[src/verilog/sprc_pkg.sv]
package sprc_pkg;
   // Register addresses on the special-function bus
   localparam logic [7:0] ADDR_P1_DATA  = 8'h90;
   localparam logic [7:0] ADDR_PORT1_DIRECTION   = 8'h96;
   localparam logic [7:0] ADDR_P1_FUNC  = 8'h97;
   localparam logic [7:0] ADDR_RADIO    = 8'hA0;
   localparam logic [7:0] ADDR_ROUTE    = 8'hB3;
   // Reset values
   localparam logic [3:0] RST_P1_DATA   = 4'hF;
   localparam logic [3:0] RST_PORT1_DIRECTION    = 4'h4;
   localparam logic [3:0] RST_P1_FUNC   = 4'h0;
   localparam logic [7:0] RST_RADIO     = 8'h08;
   // Port comes up as an SPI master port, so the selector resets to that route
   localparam logic [1:0] RST_ROUTE     = 2'h1;
   // Route selector codes
   localparam logic [1:0] ROUTE_NONE    = 2'h0;
   localparam logic [1:0] ROUTE_PORT1   = 2'h1;
   // Port-1 bit positions
   localparam int P1_SCK_BIT   = 0;
   localparam int P1_MOSI_BIT  = 1;
   localparam int P1_MISO_BIT  = 2;
   localparam int P1_BOOT_BIT  = 3;
   // Radio port write bit positions
   localparam int RW_ENABLE_BIT = 5;
   localparam int RW_TXSEL_BIT  = 4;
   localparam int RW_SEL_BIT    = 3;
   localparam int RW_DIN_BIT    = 1;
   localparam int RW_CLK_BIT    = 0;
   localparam logic [7:0] RADIO_WR_MASK = 8'h3B;
   // Timer-2 input sample period in CPU clocks
   localparam int T2_SAMPLE_CYCLES = 4;

   typedef struct packed {
      logic enable;
      logic tx_select;
      logic serial_select;
      logic serial_data_in;
      logic serial_clock;
   } sprc_radio_ctrl_t;

   typedef struct packed {
      logic address_match;
      logic carrier_sense;
      logic packet_ready;
      logic adc_done;
      logic serial_data_out;
   } sprc_radio_stat_t;
endpackage : sprc_pkg

[src/verilog/sprc_mux.sv]
`timescale 1ns/1ps
// Behaviour
// - Route 01: SCK, MOSI drive out, MISO input, boot select general output.
// - Function bit 0 makes SCK the timer-2 input, sampled every 4 clocks.
// - Otherwise plain GPIO, direction bit 0 output, 1 input.
// - Direction ignored when alternate function selected or route is 01.
// - MISO pin is always an input.
// - Bits 1 and 3 have no alternate function; direction bit rules.
// - Boot select pin is always GPIO; loader drives it to select boot flash.
// - Port-1 data, direction, function registers hold only 4 low bits.
// - Port 1 resets as SPI master port; selector reset taken as 01.
// - Route 00 unused, 01 port 1, 1x radio subsystem.
// - Radio port read: 7 match, 6 carrier, 5 ready, 4 ADC, 2 data out.
// - Radio port write: 5 enable, 4 tx select, 3 select, 1 data in, 0 clock.
// - Radio latch resets to 0x08: select high, others low.
// - Route 1x lets the SPI master override some radio bits.
// - Radio port is one-way: written bits out, read bits in.
// - Route 0x wires every radio line straight to its latch bit.
// - Reset forces radio outputs to defaults until software writes.
module sprc_mux #(
   parameter int P1_WIDTH = 4
) (
   input  wire logic                      clk_in,        // CPU clock
   input  wire logic                      reset_n_in,    // Async reset, low
   input  wire logic                      ce_in,         // Clock enable
   input  wire logic [7:0]                sfr_addr_in,   // Register address
   input  wire logic                      sfr_wr_in,     // Write strobe
   input  wire logic [7:0]                sfr_wdata_in,  // Write data
   output logic [7:0]                     sfr_rdata_out, // Read data, 1 cycle late
   input  wire logic [P1_WIDTH-1:0]       p1_pin_in,     // Port-1 pin levels
   output logic [P1_WIDTH-1:0]            p1_pin_out,    // Port-1 drive values
   output logic [P1_WIDTH-1:0]            p1_pin_oe_n_out, // Low while driving
   input  wire logic                      spi_sck_in,    // SPI master clock
   input  wire logic                      spi_mosi_in,   // SPI master data out
   output logic                           spi_miso_out,  // SPI master data in
   output logic                           timer2_count_out, // Sampled timer-2 input
   input  wire sprc_pkg::sprc_radio_stat_t radio_stat_in, // Radio status lines
   output sprc_pkg::sprc_radio_ctrl_t      radio_ctrl_out // Radio control lines
);
   typedef struct packed {
      logic [P1_WIDTH-1:0]        p1_data;
      logic [P1_WIDTH-1:0]        port1_direction;
      logic [P1_WIDTH-1:0]        p1_func;
      logic [1:0]                 route;
      logic [7:0]                 radio;
      logic [P1_WIDTH-1:0]        pin_s1;
      logic [P1_WIDTH-1:0]        pin_s2;
      sprc_pkg::sprc_radio_stat_t stat_s1;
      sprc_pkg::sprc_radio_stat_t stat_s2;
      logic [1:0]                 t2_div;
      logic                       t2;
      logic [7:0]                 rdata;
      logic [P1_WIDTH-1:0]        pout;
      logic [P1_WIDTH-1:0]        poe_n;
      logic                       miso;
      sprc_pkg::sprc_radio_ctrl_t rctl;
   } sprc_state_t;

   localparam sprc_state_t RESET_STATE = '{
      p1_data: P1_WIDTH'(sprc_pkg::RST_P1_DATA),
      port1_direction:  P1_WIDTH'(sprc_pkg::RST_PORT1_DIRECTION),
      p1_func: P1_WIDTH'(sprc_pkg::RST_P1_FUNC),
      route:   sprc_pkg::RST_ROUTE,
      radio:   sprc_pkg::RST_RADIO,
      pin_s1:  '0,
      pin_s2:  '0,
      stat_s1: '0,
      stat_s2: '0,
      t2_div:  2'h0,
      t2:      1'b0,
      rdata:   8'h00,
      pout:    P1_WIDTH'(sprc_pkg::RST_P1_DATA),
      // Boot route drives clock, data out and select; only MISO floats
      poe_n:   P1_WIDTH'(4'h4),
      miso:    1'b0,
      rctl:    '{1'b0, 1'b0, 1'b1, 1'b0, 1'b0}
   };

   sprc_state_t q;
   sprc_state_t d;
   logic        route_p1;
   logic        route_radio;
   logic [7:0]  stat_byte;

   always_comb begin
      route_p1    = (q.route == sprc_pkg::ROUTE_PORT1);
      route_radio = q.route[1];
      // Only the status lines appear, unused bits read 0
      stat_byte = 8'h00;
      stat_byte[7] = q.stat_s2.address_match;
      stat_byte[6] = q.stat_s2.carrier_sense;
      stat_byte[5] = q.stat_s2.packet_ready;
      stat_byte[4] = q.stat_s2.adc_done;
      stat_byte[2] = q.stat_s2.serial_data_out;
      d = q;
      d.pin_s1  = p1_pin_in;
      d.pin_s2  = q.pin_s1;
      d.stat_s1 = radio_stat_in;
      d.stat_s2 = q.stat_s1;
      if (sfr_wr_in) begin
         case (sfr_addr_in)
            sprc_pkg::ADDR_P1_DATA: d.p1_data = sfr_wdata_in[P1_WIDTH-1:0];
            sprc_pkg::ADDR_PORT1_DIRECTION:  d.port1_direction  = sfr_wdata_in[P1_WIDTH-1:0];
            sprc_pkg::ADDR_P1_FUNC: d.p1_func = sfr_wdata_in[P1_WIDTH-1:0];
            sprc_pkg::ADDR_RADIO:
               d.radio = sfr_wdata_in & sprc_pkg::RADIO_WR_MASK;
            sprc_pkg::ADDR_ROUTE:   d.route   = sfr_wdata_in[1:0];
            default: ;
         endcase
      end
      // Read data registered: address in cycle 0, data valid in cycle 1
      case (sfr_addr_in)
         sprc_pkg::ADDR_P1_DATA: d.rdata = {{(8-P1_WIDTH){1'b0}}, q.pin_s2};
         sprc_pkg::ADDR_PORT1_DIRECTION:  d.rdata = {{(8-P1_WIDTH){1'b0}}, q.port1_direction};
         sprc_pkg::ADDR_P1_FUNC: d.rdata = {{(8-P1_WIDTH){1'b0}}, q.p1_func};
         sprc_pkg::ADDR_RADIO:   d.rdata = stat_byte;
         sprc_pkg::ADDR_ROUTE:   d.rdata = {6'h00, q.route};
         default:                d.rdata = 8'h00;
      endcase
      // Per-bit pin direction
      for (int i = 0; i < P1_WIDTH; i++) begin
         d.pout[i]  = q.p1_data[i];
         d.poe_n[i] = q.port1_direction[i];
         if (route_p1) begin
            d.poe_n[i] = 1'b0;
         end else if (i == sprc_pkg::P1_SCK_BIT && q.p1_func[i]) begin
            d.poe_n[i] = 1'b1;
         end
         if (i == sprc_pkg::P1_MISO_BIT) begin
            d.poe_n[i] = 1'b1;
         end
      end
      if (route_p1) begin
         d.pout[sprc_pkg::P1_SCK_BIT]  = spi_sck_in;
         d.pout[sprc_pkg::P1_MOSI_BIT] = spi_mosi_in;
      end
      // Timer-2 input sampled on every fourth clock only
      d.t2_div = q.t2_div + 2'h1;
      if (q.t2_div == 2'(sprc_pkg::T2_SAMPLE_CYCLES - 1) && !route_p1
          && q.p1_func[sprc_pkg::P1_SCK_BIT]) begin
         d.t2 = q.pin_s2[sprc_pkg::P1_SCK_BIT];
      end
      // Radio control lines straight from the latch unless overridden
      d.rctl.enable         = q.radio[sprc_pkg::RW_ENABLE_BIT];
      d.rctl.tx_select      = q.radio[sprc_pkg::RW_TXSEL_BIT];
      d.rctl.serial_select  = q.radio[sprc_pkg::RW_SEL_BIT];
      d.rctl.serial_data_in = q.radio[sprc_pkg::RW_DIN_BIT];
      d.rctl.serial_clock   = q.radio[sprc_pkg::RW_CLK_BIT];
      d.miso = 1'b0;
      if (route_radio) begin
         d.rctl.serial_data_in = spi_mosi_in;
         d.rctl.serial_clock   = spi_sck_in;
         d.miso = q.stat_s2.serial_data_out;
      end else if (route_p1) begin
         d.miso = q.pin_s2[sprc_pkg::P1_MISO_BIT];
      end
      if (!ce_in) begin
         d = q;
      end
   end

   // Async reset puts the radio lines at default with or without a clock
   always_ff @(posedge clk_in or negedge reset_n_in) begin
      if (!reset_n_in) begin
         q <= RESET_STATE;
      end else begin
         q <= d;
      end
   end

   assign sfr_rdata_out    = q.rdata;
   assign p1_pin_out       = q.pout;
   assign p1_pin_oe_n_out  = q.poe_n;
   assign spi_miso_out     = q.miso;
   assign timer2_count_out = q.t2;
   assign radio_ctrl_out   = q.rctl;
endmodule : sprc_mux

[config.mk]
export PLATFORM = sky130hd
export DESIGN_NAME = sprc_mux
export DESIGN_NICKNAME = d
export VERILOG_FILES = /design/src/verilog/sprc_pkg.sv /design/src/verilog/sprc_mux.sv
export SDC_FILE = /design/constraint.sdc
export NUM_CORES = 1
export LEC_CHECK = 0
export BUFFER_PORTS_ARGS = -buffer_cell sky130_fd_sc_hd__buf_4
export CAP_MARGIN = 20
export CORE_MARGIN = 2
export CORE_UTILIZATION = 45
export CTS_BUF_LIST = sky130_fd_sc_hd__clkbuf_4
export CTS_CLUSTER_DIAMETER = 80
export DETAILED_ROUTE_END_ITERATION = 7
export PLACE_DENSITY = 0.65
export SYNTH_ARGS = -nofsm -noshare
export SYNTH_HDL_FRONTEND = slang
export SYNTH_SLANG_ARGS = --single-unit
[constraint.sdc]
create_clock -name clk_in -period 2.8 [get_ports clk_in]
set_clock_uncertainty 0.05 [all_clocks]
set_input_delay 0.14 -clock clk_in [delete_from_list [all_inputs] [get_ports clk_in]]
set_output_delay 0.14 -clock clk_in [all_outputs]
set_load 0.05 [all_outputs]
Word level (Yosys, flattened, before mapping)
Index checks and enable logic that the tools add are counted.
- $lt $le $gt $ge: 0
- shifts and indexed selects: 0
- bitwise operators: 0
- reductions and logical operators: 9
- add/subtract/negate cells: 1
- eq/ne operators: 7
- div/mod/pow operators: 0
- muxes and demuxes: 9
- $mul: 0
- operator list (cell ; number):
    $eq A8 B8 Y1 const B ; 5
    $pmux W8 S5 ; 1
    $reduce_and A3 Y1 ; 5
    $mux W1 ; 6
    $mux W2 ; 2
    $add A2 B1 Y2 const B ; 1
    $eq A2 B1 Y1 const B ; 1
    $eq A2 B2 Y1 const B ; 1
    $logic_and A1 B1 Y1 ; 2
    $reduce_and A2 Y1 ; 1
    $logic_not A1 Y1 ; 1
- memory bits (read-only): 0
- input port bits: 31
- output and inout bits: 23
- memories: 0
- bits in registers: 61
- latch bits: 0
- memory bits (writable): 0
- word-level logic and storage cells: 54

Longest topological paths before layout
Gate-level depths: netlist (run 1).
- word-level depth: 5
- mapped depth: 5
- mapped depth without buffers: 4

Least setup slack after synthesis (run 1)
Ideal clock, no wire load.
- kind: input port to flip-flop
- start: input sfr_addr_in[0]
- end: register q[61] in the netlist's numbering
- stages on the path: 4
- setup slack: 1.405 ns
- required time: 2.665 ns
- data arrival time: 1.260 ns
- path buffers: 1
- setup time: 0.085 ns
- path through: buf_4 -> nor4_4 -> and4_2 -> mux2_1
- word-level cells in the longest chain between the ends: 2
- ends and longest elaborated chain (element ; line ; source):
    start: declaration ; sprc_mux.sv:26 ; input wire logic [7:0] sfr_addr_in,
    $eq A8 B8 Y1 ; sprc_mux.sv:101 ; case (sfr_addr_in)
    $reduce_and A3 Y1 (no line) ; -- ;
    end signal: assignment ; sprc_mux.sv:165 ; q <= RESET_STATE;
    end signal: assignment ; sprc_mux.sv:167 ; q <= d;
    end: declaration ; sprc_mux.sv:79 ; sprc_state_t q;
No other way between the ends.
A chain may end at the register's enable or synchronous reset.

Worst setup path in the final report (run 1)
- start: input sfr_addr_in[6]
- end: register q[54] in the netlist's numbering
Same word-level chain as after synthesis.

==> metrics.json, run 1 <==
{
  "vdd_drop_max_v": 0.000383,
  "floorplan.initialDensity_pct": 45.7,
  "report.final.setup_viol": 0,
  "tritoncts_clock_tree": "yes",
  "highest_count_cells_in_the_layout_ignoring_fill_and_taps": "51 x sky130_fd_sc_hd__buf_4, 49 x sky130_fd_sc_hd__dfrtp_1, 36 x sky130_fd_sc_hd__mux2_2, 19 x sky130_fd_sc_hd__dlygate4sd3_1",
  "synth_cell_type_count": 43,
  "dpl.cell_count": 325,
  "antenna_cells": 0,
  "run_status": "complete, no violations",
  "crit_path_max_incr_delay_ps": 540,
  "worst_slew_margin_rel_pct": 50.2,
  "cellInternalPower_mw": 1.28,
  "cts.htree.levels": 3,
  "place_area_sq_um": 3140,
  "combinationalPowerShare_pct": 14.9,
  "design.final.nets": 310,
  "crit_path_max_fanout": 7,
  "fmax_mhz": 596,
  "drc": 0,
  "path_buf_inv": 2,
  "yosys_warnings": 0,
  "synth_fp_nets": 258,
  "num_vias": 1885,
  "gp_congestion": 0.768,
  "horiz_die_dim_microns": 83.7,
  "firstDrtPassIters": 4,
  "share_of_the_clock_period_used_by_the_worst_path_pct": 59.9,
  "dpl.hpwl_mm": 3.60,
  "design.die.area_sq_um": 7000,
  "synth_sequential_area_ratio_pct": 54.0,
  "timing.critical_path.arrival_ps": 1900,
  "clock_insertion_delay_worst_skew_ps": 390,
  "dr.first_iter.drc_count": 97,
  "total_leakage_power_nw": 1.57,
  "fp-row-count": 29,
  "final_layout_size_suffix_gt1_share_pct": 44.5,
  "tightest_slew_ps": 747,
  "grt_util_all_layers_pct": 16.3,
  "yosysTopAreaCellShare_pct": 42.9,
  "grt_start_max_net_pins": 62,
  "layout.cells.most_common": "sky130_fd_sc_hd__buf_4",
  "path_delay_family": "simple AND/OR/NAND/NOR gates",
  "hold_violations": 0,
  "postSynthAreaPerCell_sq_um": 12.6,
  "io_buffers": 50,
  "cts_inserted_buffers": 9,
  "setup.worst_path.start_class": "input pin",
  "synth.largest_area_cell": "sky130_fd_sc_hd__dfrtp_1",
  "wirelength_mm": 5.26,
  "grt-ovfl-total": 0,
  "ios": 54,
  "critical_path.cell_chain": "dlygate4sd3_1 -> buf_4 -> and4bb_4 -> and4_4 -> nand3_4 -> mux2_4",
  "cts_setup_buffers": 0,
  "antenna_violating_nets_post_route": 0,
  "switchingPower_uw": 460,
  "fp.coreArea_sq_um": 6240,
  "clock-root-buffer": "sky130_fd_sc_hd__clkbuf_4",
  "syn-cell-area_sq_um": 2860,
  "postLayoutCoreUtil_pct": 55.0,
  "postSynthCellCount": 226,
  "power.density_nw_per_um2": 507,
  "setup_total_negative_slack_ps": 0,
  "crit_slowest_cell": "sky130_fd_sc_hd__dlygate4sd3_1",
  "worst_ep_required_time_ps": 3030,
  "path_class": "input pin to flip-flop",
  "clock_path_buffers": 2,
  "sequential_power_share_pct": 57.0,
  "via_count_of_the_first_global_routing_pass": 1853,
  "post_route_cell_area_sq_um": 3430,
  "clock_sink_count": 61,
  "end_kind": "flip-flop",
  "grt_antenna_before_repair": 0,
  "min_path_type": "input pin to flip-flop",
  "chipHeight_microns": 83.7,
  "routedWlPerCell_microns": 14.6,
  "detail_route.vias_per_cell": 5.24,
  "sw_frac_of_total_pct": 26.4,
  "synth_seq_cells": 61,
  "pwr-share-clk_pct": 28.2,
  "global_route_wire_length_before_repair_mm": 8.86,
  "final.min_clock_period_ps": 1680,
  "syn2layout_area_growth_pct": 20.3,
  "cap_viol_max_count": 0,
  "timing.final.max_slew_violations": 0,
  "fin_cells": 360,
  "yosys-top-cells-area": "sky130_fd_sc_hd__dfrtp_1 43%, sky130_fd_sc_hd__mux2_2 14%, sky130_fd_sc_hd__dfstp_2 11%",
  "clk_transition_reported_paths_ps": 90,
  "fillerInstances": 561,
  "unrepaired_setup_endpoints_after_global_routing": "no"
}
## worst paths after layout
path                              startpoint                      endpoint  slack [ps]  depth (start not counted)
setup reg to reg           q[52]$_DFFE_PN0P_  timer2_count_out$_DFFE_PN0P_        1410                          3
hold reg to reg            q[29]$_DFFE_PN0P_  sfr_rdata_out[7]$_DFFE_PN0P_         440                          2
max in group asynchronous         reset_n_in  sfr_rdata_out[2]$_DFFE_PN0P_        1910                          2
setup / recovery              sfr_addr_in[6]             q[54]$_DFFE_PN0P_        1120                          6
min in group asynchronous         reset_n_in             q[31]$_DFFE_PN0P_         290                          2
hold / removal                     sfr_wr_in             q[55]$_DFFE_PN0P_         110                          3
## through the flow
step	power, mW	hold WS [ps]	setup slack [ps]
floorplan	1.16	-206	1410
global placement	1.24	215	1210
detailed placement	1.25	213	1220
CTS	1.77	98.9	1130
global route	1.84	98.6	1090
finish	1.74	110	1120
## registers in the layout, summed over array words and instances (netlist names)
register,count
spi_miso_out,1
timer2_count_out,1
q,39
p1_pin_oe_n_out,3
p1_pin_out,4
sfr_rdata_out,8
radio_ctrl_out,5
## layer usage
layer / track usage [%] / wire [microns] / up-vias
met5: 0 / 0 / -
met4: 8.65 / 144 / 0
met3: 4.95 / 281 / 12
met2: 24.1 / 2450 / 56
met1: 21.6 / 2380 / 930
li1: - / - / 887
## worst reg2reg max path, stage by stage, from the launching register on
cell and delay [ps]:
sky130_fd_sc_hd__dfrtp_1 480, sky130_fd_sc_hd__nand2b_1 270, sky130_fd_sc_hd__nand4_1 140, sky130_fd_sc_hd__mux2_2 340
## cell usage after synthesis, drive strengths merged
master / n
a21oi: 5
a221o: 1
a222oi: 2
a22o: 3
a22oi: 1
a31oi: 2
and2: 1
and2b: 1
and3: 4
and4: 2
and4b: 1
and4bb: 3
buf: 26
clkbuf: 3
conb: 1
dfrtp: 49
dfstp: 12
ha: 1
inv: 11
mux2: 44
mux2i: 4
nand2: 11
nand2b: 1
nand3: 3
nand3b: 2
nand4: 3
nor2: 7
nor2b: 4
nor3: 1
nor3b: 1
nor4: 1
o211ai: 1
o21ai: 9
o22ai: 4
xor2: 1
## cell type report
class                           instances  area (sq um)  share of cell area (%)
Tap cell                               77          96.3                    2.81
Timing Repair Buffer                   70           573                    16.7
Clock inverter                          4          16.3                   0.474
Sequential cell                        61          1540                    44.9
Inverter                               11          41.3                    1.20
Multi-Input combinational cell        125          1080                    31.3
Clock buffer                           12          90.1                    2.62
## cell families after synthesis
kind of cell	after synthesis	share of synthesized area (%)
flops	61	54.0
mux	48	19.3
simple gates	46	11.3
buf+inv	40	8.33
compound gates	28	6.27
fa+ha+maj	1	0.438
other cells	1	0.131
xor+xnor	1	0.307
## what timing repair did
item | 4_1_cts | 5_1_grt
gates resized for setup | 0 | 0
hold buffers | 19 | 0
hold endpoints to repair | 82 | 0
## power by group through the flow
stage                     Combinational, mW  Sequential, mW  Clock [mW]
final                                 0.259           0.993       0.491
after floorplan                       0.154            1.00           0
after CTS                             0.263           0.993       0.509
after detailed placement              0.241            1.01           0
after global placement                0.233            1.01           0
after global routing                  0.284            1.00       0.559
(Power assumes the default switching activity.)
==> run 2, diff against run 1 <==
- PLACE_DENSITY: 0.65 -> 0.68
- clock period: 2.8 -> 1.5 ns (I/O delays scaled with it)
==> run 2 against run 1 <==
Net effect: routed wire length is 7.3% higher; first-iteration DRC count is 25% higher; cell count is 1.9% higher; non-clock buffer count is 7 higher; clock power is 130% higher; count of clock-buffer cells in the layout is 1 lower; largest power group unchanged; highest routed layer unchanged.
==> metrics.json, run 2 (synthesized netlist as in run 1, its figures left out) <==
{
  "total_leakage_power": {"value": 1.62, "unit": "nW", "change": "was 1.57 nW"},
  "design.die.area": {"value": 7000, "unit": "sq um", "change": "unchanged"},
  "crit_path_max_incr_delay": {"value": 430, "unit": "ps", "change": "was 540 ps"},
  "layout.cells.most_common": {"value": "sky130_fd_sc_hd__buf_4", "change": "unchanged"},
  "min-delay-start": {"value": "sfr_addr_in[2]", "change": "was sfr_wr_in"},
  "timing.critical_path.arrival": {"value": 1520, "unit": "ps", "change": "was 1900 ps"},
  "hold_violations": {"value": 0, "change": "unchanged"},
  "cts_setup_buffers": {"value": 0, "change": "unchanged"},
  "registers.top_by_ff_count": {"value": "q", "change": "unchanged"},
  "crit_slowest_cell": {"value": "sky130_fd_sc_hd__dfrtp_1", "change": "was sky130_fd_sc_hd__dlygate4sd3_1"},
  "firstDrtPassIters": {"value": 4, "change": "unchanged"},
  "wirelength": {"value": 5.64, "unit": "mm", "change": "was 5.26 mm"},
  "final-seq-area": {"value": 1540, "unit": "sq um", "change": "unchanged"},
  "timing.rr.end": {"value": "sfr_rdata_out[1]$_DFFE_PN0P_", "change": "was timer2_count_out$_DFFE_PN0P_"},
  "clock_sink_count": {"value": 61, "change": "unchanged"},
  "crit_path_max_fanout": {"value": 3, "change": "was 7"},
  "fillerInstances": {"value": 565, "change": "was 561"},
  "grt_start_max_net_pins": {"value": 36, "change": "was 62"},
  "horiz_die_dim": {"value": 83.7, "unit": "microns", "change": "unchanged"},
  "antenna_violating_nets_post_route": {"value": 0, "change": "unchanged"},
  "fmax_mhz": 758,
  "clock-root-buffer": {"value": "sky130_fd_sc_hd__clkbuf_4", "change": "unchanged"},
  "fp.coreArea": {"value": 6240, "unit": "sq um", "change": "unchanged"},
  "worst_ep_required_time": {"value": 1710, "unit": "ps", "change": "was 3030 ps"},
  "vdd_drop_max": {"value": 0.000686, "unit": "V", "change": "was 0.000383 V"},
  "pwr-share-clk": {"value": 32.2, "unit": "%", "change": "was 28.2%"},
  "largest_register_ffs": {"value": 39, "change": "unchanged"},
  "sequential_power_share": {"value": 53.4, "unit": "%", "change": "was 57.0%"},
  "grt_antenna_before_repair": {"value": 0, "change": "unchanged"},
  "dpl.hpwl": {"value": 3.86, "unit": "mm", "change": "was 3.60 mm"},
  "rr_worst_depth": {"value": 3, "change": "unchanged"},
  "timing.final.max_slew_violations": {"value": 0, "change": "unchanged"},
  "cap_viol_max_count": {"value": 0, "change": "unchanged"},
  "switchingPower": {"value": 912, "unit": "uW", "change": "was 460 uW"},
  "setup.worst_path.start_class": {"value": "flip-flop", "change": "was input pin"},
  "grt-ovfl-total": {"value": 0, "change": "unchanged"},
  "met2_length": {"value": 2.70, "unit": "mm", "change": "was 2.45 mm"},
  "critical_path.cell_chain": {"value": "a22o_1 -> a222oi_1 -> o22ai_1", "change": "was dlygate4sd3_1 -> buf_4 -> and4bb_4 -> and4_4 -> nand3_4 -> mux2_4"},
  "ios": {"value": 54, "change": "unchanged"},
  "unrepaired_setup_endpoints_after_global_routing": {"value": "no", "change": "unchanged"},
  "path_class": {"value": "flip-flop to flip-flop", "change": "was input pin to flip-flop"},
  "end_kind": {"value": "flip-flop", "change": "unchanged"},
  "io_buffers": {"value": 50, "change": "unchanged"},
  "gp_congestion": {"value": 0.803, "change": "was 0.768"},
  "detail_route.vias_per_cell": {"value": 5.16, "change": "was 5.24"},
  "routedWlPerCell": {"value": 15.4, "unit": "microns", "change": "was 14.6 microns"},
  "chipHeight": {"value": 83.7, "unit": "microns", "change": "unchanged"},
  "setup_total_negative_slack": {"value": 0, "unit": "ps", "change": "unchanged"},
  "fp-row-count": {"value": 29, "change": "unchanged"},
  "antenna_cells": {"value": 0, "change": "unchanged"},
  "report.final.setup_viol": {"value": 0, "change": "unchanged"},
  "share_of_the_clock_period_used_by_the_worst_path_pct": 87.9,
  "post-route-worst-setup-slack": {"value": 181, "unit": "ps", "change": "was 1120 ps"},
  "highest-signal-layer": {"value": "met4", "change": "unchanged"},
  "floorplan.initialDensity": {"value": 45.7, "unit": "%", "change": "unchanged"},
  "path_delay_family": {"value": "compound AO/OA/AOI/OAI gates", "change": "was simple AND/OR/NAND/NOR gates"},
  "post-place-ws": {"value": 24.1, "unit": "ps", "change": "was 1220 ps"},
  "min_path_cells": {"value": 3, "change": "unchanged"},
  "design.final.nets": {"value": 317, "change": "was 310"},
  "tritoncts_clock_tree": {"value": "yes", "change": "unchanged"},
  "cts_inserted_buffers": {"value": 9, "change": "unchanged"},
  "highest_count_cells_in_the_layout_ignoring_fill_and_taps": {"value": "57 x sky130_fd_sc_hd__buf_4, 49 x sky130_fd_sc_hd__dfrtp_1, 36 x sky130_fd_sc_hd__mux2_2, 18 x sky130_fd_sc_hd__dlygate4sd3_1, 12 x sky130_fd_sc_hd__dfstp_2", "change": "was 51 x sky130_fd_sc_hd__buf_4, 49 x sky130_fd_sc_hd__dfrtp_1, 36 x sky130_fd_sc_hd__mux2_2, 19 x sky130_fd_sc_hd__dlygate4sd3_1"},
  "num_vias": {"value": 1895, "change": "was 1,885"},
  "final_layout_size_suffix_gt1_share": {"value": 46.9, "unit": "%", "change": "was 44.5%"},
  "clock_path_buffers": {"value": 2, "change": "unchanged"},
  "path_buf_inv": {"value": 0, "change": "was 2"},
  "sw_frac_of_total": {"value": 26.2, "unit": "%", "change": "was 26.4%"},
  "clk_transition_reported_paths": {"value": 100, "unit": "ps", "change": "was 90 ps"},
  "reg_to_reg_startpoint": {"value": "q[58]$_DFFE_PN0P_", "change": "was q[52]$_DFFE_PN0P_"},
  "cts.htree.levels": {"value": 3, "change": "unchanged"},
  "met3_length": {"value": 275, "unit": "microns", "change": "was 281 microns"},
  "clock_insertion_delay_worst_skew": {"value": 390, "unit": "ps", "change": "about the same"},
  "syn2layout_area_growth": {"value": 23.9, "unit": "%", "change": "was 20.3%"},
  "cellInternalPower": {"value": 2.57, "unit": "mW", "change": "was 1.28 mW"},
  "cts-resized-gates": {"value": 0, "change": "unchanged"},
  "run_status": {"value": "complete, no violations", "change": "unchanged"},
  "global_route_wire_length_before_repair": {"value": 9.56, "unit": "mm", "change": "was 8.86 mm"},
  "wl_met1": {"value": 2.56, "unit": "mm", "change": "was 2.38 mm"},
  "combinationalPowerShare": {"value": 14.5, "unit": "%", "change": "was 14.9%"},
  "final.min_clock_period_ps": 1320,
  "reg2reg_slack": {"value": 180, "unit": "ps", "change": "was 1410 ps"},
  "min_path_type": {"value": "input pin to flip-flop", "change": "unchanged"},
  "grt_util_all_layers": {"value": 17.7, "unit": "%", "change": "was 16.3%"},
  "power.density": {"value": 983, "unit": "nW/um^2", "change": "was 507 nW/um^2"},
  "via_count_of_the_first_global_routing_pass": {"value": 1886, "change": "was 1,853"},
  "drc": {"value": 0, "change": "unchanged"},
  "multiInputGateArea": {"value": 1080, "unit": "sq um", "change": "unchanged"},
  "hold_end": {"value": "sfr_rdata_out[1]$_DFFE_PN0P_", "change": "was q[55]$_DFFE_PN0P_"},
  "dr.first_iter.drc_count": {"value": 121, "change": "was 97"}
}
## run 2: power groups by stage
stage | Sequential, mW | Combinational [mW] | Clock, mW
after floorplan | 1.87 | 0.287 | 0
after CTS | 1.86 | 0.508 | 1.15
final | 1.86 | 0.503 | 1.12
after global routing | 1.87 | 0.554 | 1.23
after detailed placement | 1.88 | 0.471 | 0
after global placement | 1.88 | 0.459 | 0
## run 2: per-layer routing
layer  track usage (%)  vias up
met4              6.60        0
met1              24.2      939
met3              4.75       11
met2              27.2       50
met5                 0        -
li1                  -      895
## run 2: how the worst max path moves through the flow
stage	from	end	slack [ps]	cells after the start
after floorplan	sfr_addr_in[0]	q[61]$_DFFE_PN1P_	170	4
after global placement	sfr_addr_in[3]	q[61]$_DFFE_PN1P_	60	4
after detailed placement	sfr_addr_in[3]	q[61]$_DFFE_PN1P_	20	4
after CTS	q[35]$_DFFE_PN0P_	sfr_rdata_out[0]$_DFFE_PN0P_	190	3
after global routing	q[35]$_DFFE_PN0P_	sfr_rdata_out[0]$_DFFE_PN0P_	70	3
final	q[58]$_DFFE_PN0P_	sfr_rdata_out[1]$_DFFE_PN0P_	180	3
## run 2: through the flow
step,area (sq um),instances,power (mW),hold slack [ps],utilization (%)
after floorplan,2860,226,2.16,-271,-
after global placement,3220,333,2.34,-34.7,51.6
after detailed placement,3220,333,2.35,-27.7,51.6
after CTS,3540,367,3.51,10.4,56.7
after global routing,3540,367,3.66,33.9,56.7
final,3540,367,3.48,40.5,56.7
## run 2: layout make-up
cell class	instances	share of cell area, %
Sequential cell	61	43.6
Multi-Input combinational cell	125	30.4
Timing Repair Buffer	77	18.3
Tap cell	77	2.72
Clock buffer	11	2.33
Clock inverter	5	1.45
Inverter	11	1.17
## run 2: worst min-delay path: stages
cell	delay, ps
sky130_fd_sc_hd__buf_4	130
sky130_fd_sc_hd__a221o_1	170
sky130_fd_sc_hd__o22ai_1	70
## run 2: what timing repair did
item,4_1_cts,5_1_grt
setup endpoints to repair,0,0
endpoints found under the hold margin,81,0
hold buffers,18,0
==> run 3, diff against run 2 <==
- ABC_AREA: unset -> 1
- CORE_ASPECT_RATIO: unset -> 0.9
- CTS_CLUSTER_DIAMETER: 80 -> unset
==> run 3 against run 2 <==
Net effect: synthesized cell count rose by 46%; non-clock buffer count grew 4; worst setup slack better by 37 ps; clock power down 19%; register-to-register slack better by 80 ps; critical endpoint is now q[64]$_DFFE_PN1P_; largest cell class unchanged; largest power group unchanged.
==> metrics.json, run 3 <==
{
  "grt_start_max_net_pins": {"value": 41, "change": "was 36"},
  "largest_register_ffs": {"value": 39, "change": "unchanged"},
  "registers.top_by_ff_count": {"value": "q", "change": "unchanged"},
  "setup_total_negative_slack": {"value": 0, "unit": "ps", "change": "unchanged"},
  "io_buffers": {"value": 50, "change": "unchanged"},
  "synth_cell_type_count": {"value": 24, "change": "was 43"},
  "cts_inserted_buffers": {"value": 9, "change": "unchanged"},
  "tritoncts_clock_tree": {"value": "yes", "change": "unchanged"},
  "postLayoutCoreUtil": {"value": 57.1, "unit": "%", "change": "was 56.7%"},
  "clock_insertion_delay_worst_skew": {"value": 380, "unit": "ps", "change": "was 390 ps"},
  "cts_setup_buffers": {"value": 0, "change": "unchanged"},
  "synth_sequential_area_ratio": {"value": 55.3, "unit": "%", "change": "was 54.0%"},
  "vdd_drop_max": {"value": 0.000570, "unit": "V", "change": "was 0.000686 V"},
  "firstDrtPassIters": {"value": 4, "change": "unchanged"},
  "multiInputGateArea": {"value": 967, "unit": "sq um", "change": "was 1080 sq um"},
  "hold_violations": {"value": 0, "change": "unchanged"},
  "grt_util_all_layers": {"value": 18.7, "unit": "%", "change": "was 17.7%"},
  "postSynthCellCount": {"value": 331, "change": "was 226"},
  "synth_seq_cells": {"value": 61, "change": "unchanged"},
  "grt-ovfl-total": {"value": 0, "change": "unchanged"},
  "crit_path_max_incr_delay": {"value": 550, "unit": "ps", "change": "was 430 ps"},
  "cts.htree.levels": {"value": 3, "change": "unchanged"},
  "setup.worst_path.start_class": {"value": "input pin", "change": "was flip-flop"},
  "fillerInstances": {"value": 589, "change": "was 565"},
  "end_kind": {"value": "flip-flop", "change": "unchanged"},
  "antenna_cells": {"value": 0, "change": "unchanged"},
  "gp_congestion": {"value": 0.920, "change": "was 0.803"},
  "clk_transition_reported_paths": {"value": 80, "unit": "ps", "change": "was 100 ps"},
  "num_vias": {"value": 2210, "change": "was 1,895"},
  "power.density": {"value": 952, "unit": "nW/um^2", "change": "was 983 nW/um^2"},
  "synth_flop_type": {"value": "sky130_fd_sc_hd__dfrtp_1", "change": "unchanged"},
  "critical_path.cell_chain": {"value": "dlygate4sd3_1 -> buf_4 -> buf_4 -> nand4_2 -> o21ai_0", "change": "was a22o_1 -> a222oi_1 -> o22ai_1"},
  "final.min_clock_period": {"value": 1280, "unit": "ps", "change": "was 1320 ps"},
  "wirelength": {"value": 5.73, "unit": "mm", "change": "was 5.64 mm"},
  "cts-resized-gates": {"value": 0, "change": "unchanged"},
  "clock_path_buffers": {"value": 2, "change": "unchanged"},
  "via_count_of_the_first_global_routing_pass": {"value": 2147, "change": "was 1,886"},
  "rr_worst_depth": {"value": 7, "change": "was 3"},
  "clock-root-buffer": {"value": "sky130_fd_sc_hd__clkbuf_4", "change": "unchanged"},
  "final-seq-area": {"value": 1540, "unit": "sq um", "change": "unchanged"},
  "most_used_standard_cell_by_instance_count_after_synthesis": {"value": "sky130_fd_sc_hd__nand2_1", "change": "was sky130_fd_sc_hd__dfrtp_1"},
  "chipHeight": {"value": 78.7, "unit": "microns", "change": "was 83.7 microns"},
  "worst_ep_required_time": {"value": 1740, "unit": "ps", "change": "was 1710 ps"},
  "postSynth.asyncResetShare": {"value": 100, "unit": "%", "change": "unchanged"},
  "postSynthAreaPerCell": {"value": 8.43, "unit": "sq um", "change": "was 12.6 sq um"},
  "crit_path_max_fanout": {"value": 19, "change": "was 3"},
  "fp-row-count": {"value": 27, "change": "was 29"},
  "global_route_wire_length_before_repair": {"value": 9.84, "unit": "mm", "change": "was 9.56 mm"},
  "commonest_cells_post_synth": {"value": "129 x sky130_fd_sc_hd__nand2_1, 49 x sky130_fd_sc_hd__dfrtp_1, 26 x sky130_fd_sc_hd__o21ai_0", "change": "was 49 x sky130_fd_sc_hd__dfrtp_1, 36 x sky130_fd_sc_hd__mux2_2, 22 x sky130_fd_sc_hd__buf_4"},
  "dr.first_iter.drc_count": {"value": 143, "change": "was 121"},
  "place_area": {"value": 3160, "unit": "sq um", "change": "was 3220 sq um"},
  "horiz_die_dim": {"value": 87.0, "unit": "microns", "change": "was 83.7 microns"},
  "ios": {"value": 54, "change": "unchanged"},
  "share_of_the_clock_period_used_by_the_worst_path": {"value": 85.5, "unit": "%", "change": "was 87.9%"},
  "syn-cell-area": {"value": 2790, "unit": "sq um", "change": "was 2860 sq um"},
  "floorplan.initialDensity": {"value": 46.1, "unit": "%", "change": "was 45.7%"},
  "yosysTopAreaCellShare": {"value": 44.0, "unit": "%", "change": "was 42.9%"},
  "min_path_type": {"value": "input pin to flip-flop", "change": "unchanged"},
  "post_synth_edffs": {"value": 0, "change": "unchanged"},
  "timing.critical_path.arrival": {"value": 1530, "unit": "ps", "change": "was 1520 ps"},
  "layout.cells.most_common": {"value": "sky130_fd_sc_hd__nand2_1", "change": "was sky130_fd_sc_hd__buf_4"},
  "fin_cells": {"value": 470, "change": "was 367"},
  "total_leakage_power": {"value": 1.81, "unit": "nW", "change": "was 1.62 nW"},
  "routedWlPerCell": {"value": 12.2, "unit": "microns", "change": "was 15.4 microns"},
  "fmax": {"value": 780, "unit": "MHz", "change": "was 758 MHz"},
  "path_class": {"value": "input pin to flip-flop", "change": "was flip-flop to flip-flop"},
  "detail_route.vias_per_cell": {"value": 4.70, "change": "was 5.16"},
  "drc": {"value": 0, "change": "unchanged"},
  "clock_sink_count": {"value": 61, "change": "unchanged"},
  "report.final.setup_viol": {"value": 0, "change": "unchanged"},
  "yosys_warnings": {"value": 0, "change": "unchanged"},
  "antenna_violating_nets_post_route": {"value": 0, "change": "unchanged"},
  "post_route_cell_area": {"value": 3460, "unit": "sq um", "change": "was 3540 sq um"},
  "yosys-top-cells-area": {"value": "sky130_fd_sc_hd__dfrtp_1 44%, sky130_fd_sc_hd__nand2_1 17%, sky130_fd_sc_hd__dfstp_2 11%", "change": "was sky130_fd_sc_hd__dfrtp_1 43%, sky130_fd_sc_hd__mux2_2 14%, sky130_fd_sc_hd__dfstp_2 11%"},
  "syn2layout_area_growth": {"value": 23.9, "unit": "%", "change": "about the same"},
  "hold_ws": {"value": 43.0, "unit": "ps", "change": "was 40.5 ps"},
  "synth_fp_nets": {"value": 363, "change": "was 258"},
  "design.final.nets": {"value": 425, "change": "was 317"},
  "highest_count_cells_in_the_layout_ignoring_fill_and_taps": {"value": "129 x sky130_fd_sc_hd__nand2_1, 61 x sky130_fd_sc_hd__buf_4, 49 x sky130_fd_sc_hd__dfrtp_1, 26 x sky130_fd_sc_hd__o21ai_0, 22 x sky130_fd_sc_hd__inv_1", "change": "was 57 x sky130_fd_sc_hd__buf_4, 49 x sky130_fd_sc_hd__dfrtp_1, 36 x sky130_fd_sc_hd__mux2_2, 18 x sky130_fd_sc_hd__dlygate4sd3_1, 12 x sky130_fd_sc_hd__dfstp_2"},
  "grt_antenna_before_repair": {"value": 0, "change": "unchanged"},
  "final_layout_size_suffix_gt1_share": {"value": 23.4, "unit": "%", "change": "was 46.9%"},
  "synth.largest_area_cell": {"value": "sky130_fd_sc_hd__dfrtp_1", "change": "unchanged"},
  "min_path_cells": {"value": 3, "change": "unchanged"},
  "run_status": {"value": "complete, no violations", "change": "unchanged"},
  "cap_viol_max_count": {"value": 0, "change": "unchanged"},
  "crit_slowest_cell": {"value": "sky130_fd_sc_hd__dlygate4sd3_1", "change": "was sky130_fd_sc_hd__dfrtp_1"},
  "timing.final.max_slew_violations": {"value": 0, "change": "unchanged"},
  "dpl.hpwl": {"value": 4.07, "unit": "mm", "change": "was 3.86 mm"},
  "design.die.area": {"value": 6840, "unit": "sq um", "change": "was 7000 sq um"},
  "unrepaired_setup_endpoints_after_global_routing": {"value": "no", "change": "unchanged"},
  "cp_common_cell": "sky130_fd_sc_hd__buf_4",
  "dpl.cell_count": {"value": 435, "change": "was 333"},
  "fp.coreArea": {"value": 6050, "unit": "sq um", "change": "was 6240 sq um"}
}
run 3: path summary, 6_finish.rpt:
kind	from	to	slack, ps
min in group asynchronous	reset_n_in	q[43]$_DFFE_PN0P_	60
max reg2reg	q[52]$_DFFE_PN0P_	timer2_count_out$_DFFE_PN0P_	260
min	sfr_wr_in	q[62]$_DFFE_PN1P_	40
min reg2reg	p1_pin_out[3]$_DFFE_PN1P_	p1_pin_out[3]$_DFFE_PN1P_	420
max	ce_in	q[64]$_DFFE_PN1P_	220
max in group asynchronous	reset_n_in	p1_pin_out[0]$_DFFE_PN1P_	790
run 3: routing by layer:
metal / GRT usage [%] / wire length, microns / up-vias
li1: - / - / 1145
met1: 26.9 / 2890 / 1009
met2: 26.5 / 2520 / 48
met3: 5.47 / 229 / 8
met4: 7.03 / 96 / 0
met5: 0 / 0 / -
run 3: kinds of logic after synthesis:
logic type / share of synthesized area (%)
AOI/OAI and AO/OA: 7.81
DFF: 55.3
and+or+nand+nor: 26.0
adders and majority gates: 0.449
other: 0.134
buffers and inverters: 10.0
xor gates and xnor gates: 0.314
run 3: through the flow:
stage	total power [mW]	worst slack, ps
floorplan	2.20	384
global placement	2.37	256
detailed placement	2.39	238
CTS	3.34	156
global route	3.49	117
finish	3.29	217
run 3: area by class of cell:
type,count,area share [%]
Sequential cell,61,44.6
Multi-Input combinational cell,217,28.0
Timing Repair Buffer,81,19.3
Tap cell,72,2.61
Inverter,23,2.50
Clock buffer,11,2.39
Clock inverter,5,0.579
run 3: timing repair:
action                                  4_1_cts  5_1_grt
hold endpoints to repair                     88        0
hold buffers                                 19        0
endpoints found under the setup margin        0        3
run 3: power breakdown:
part	switching [mW]	internal [mW]
Sequential	0.0761	1.78
Combinational	0.321	0.213
Clock	0.547	0.355
Total	0.944	2.35
run 3: critical path: cells and delay by family:
family | cells | cell delay [ps]
buffers and inverters | 3 | 970
AOI/OAI and AO/OA | 1 | 250
and+or+nand+nor | 1 | 240
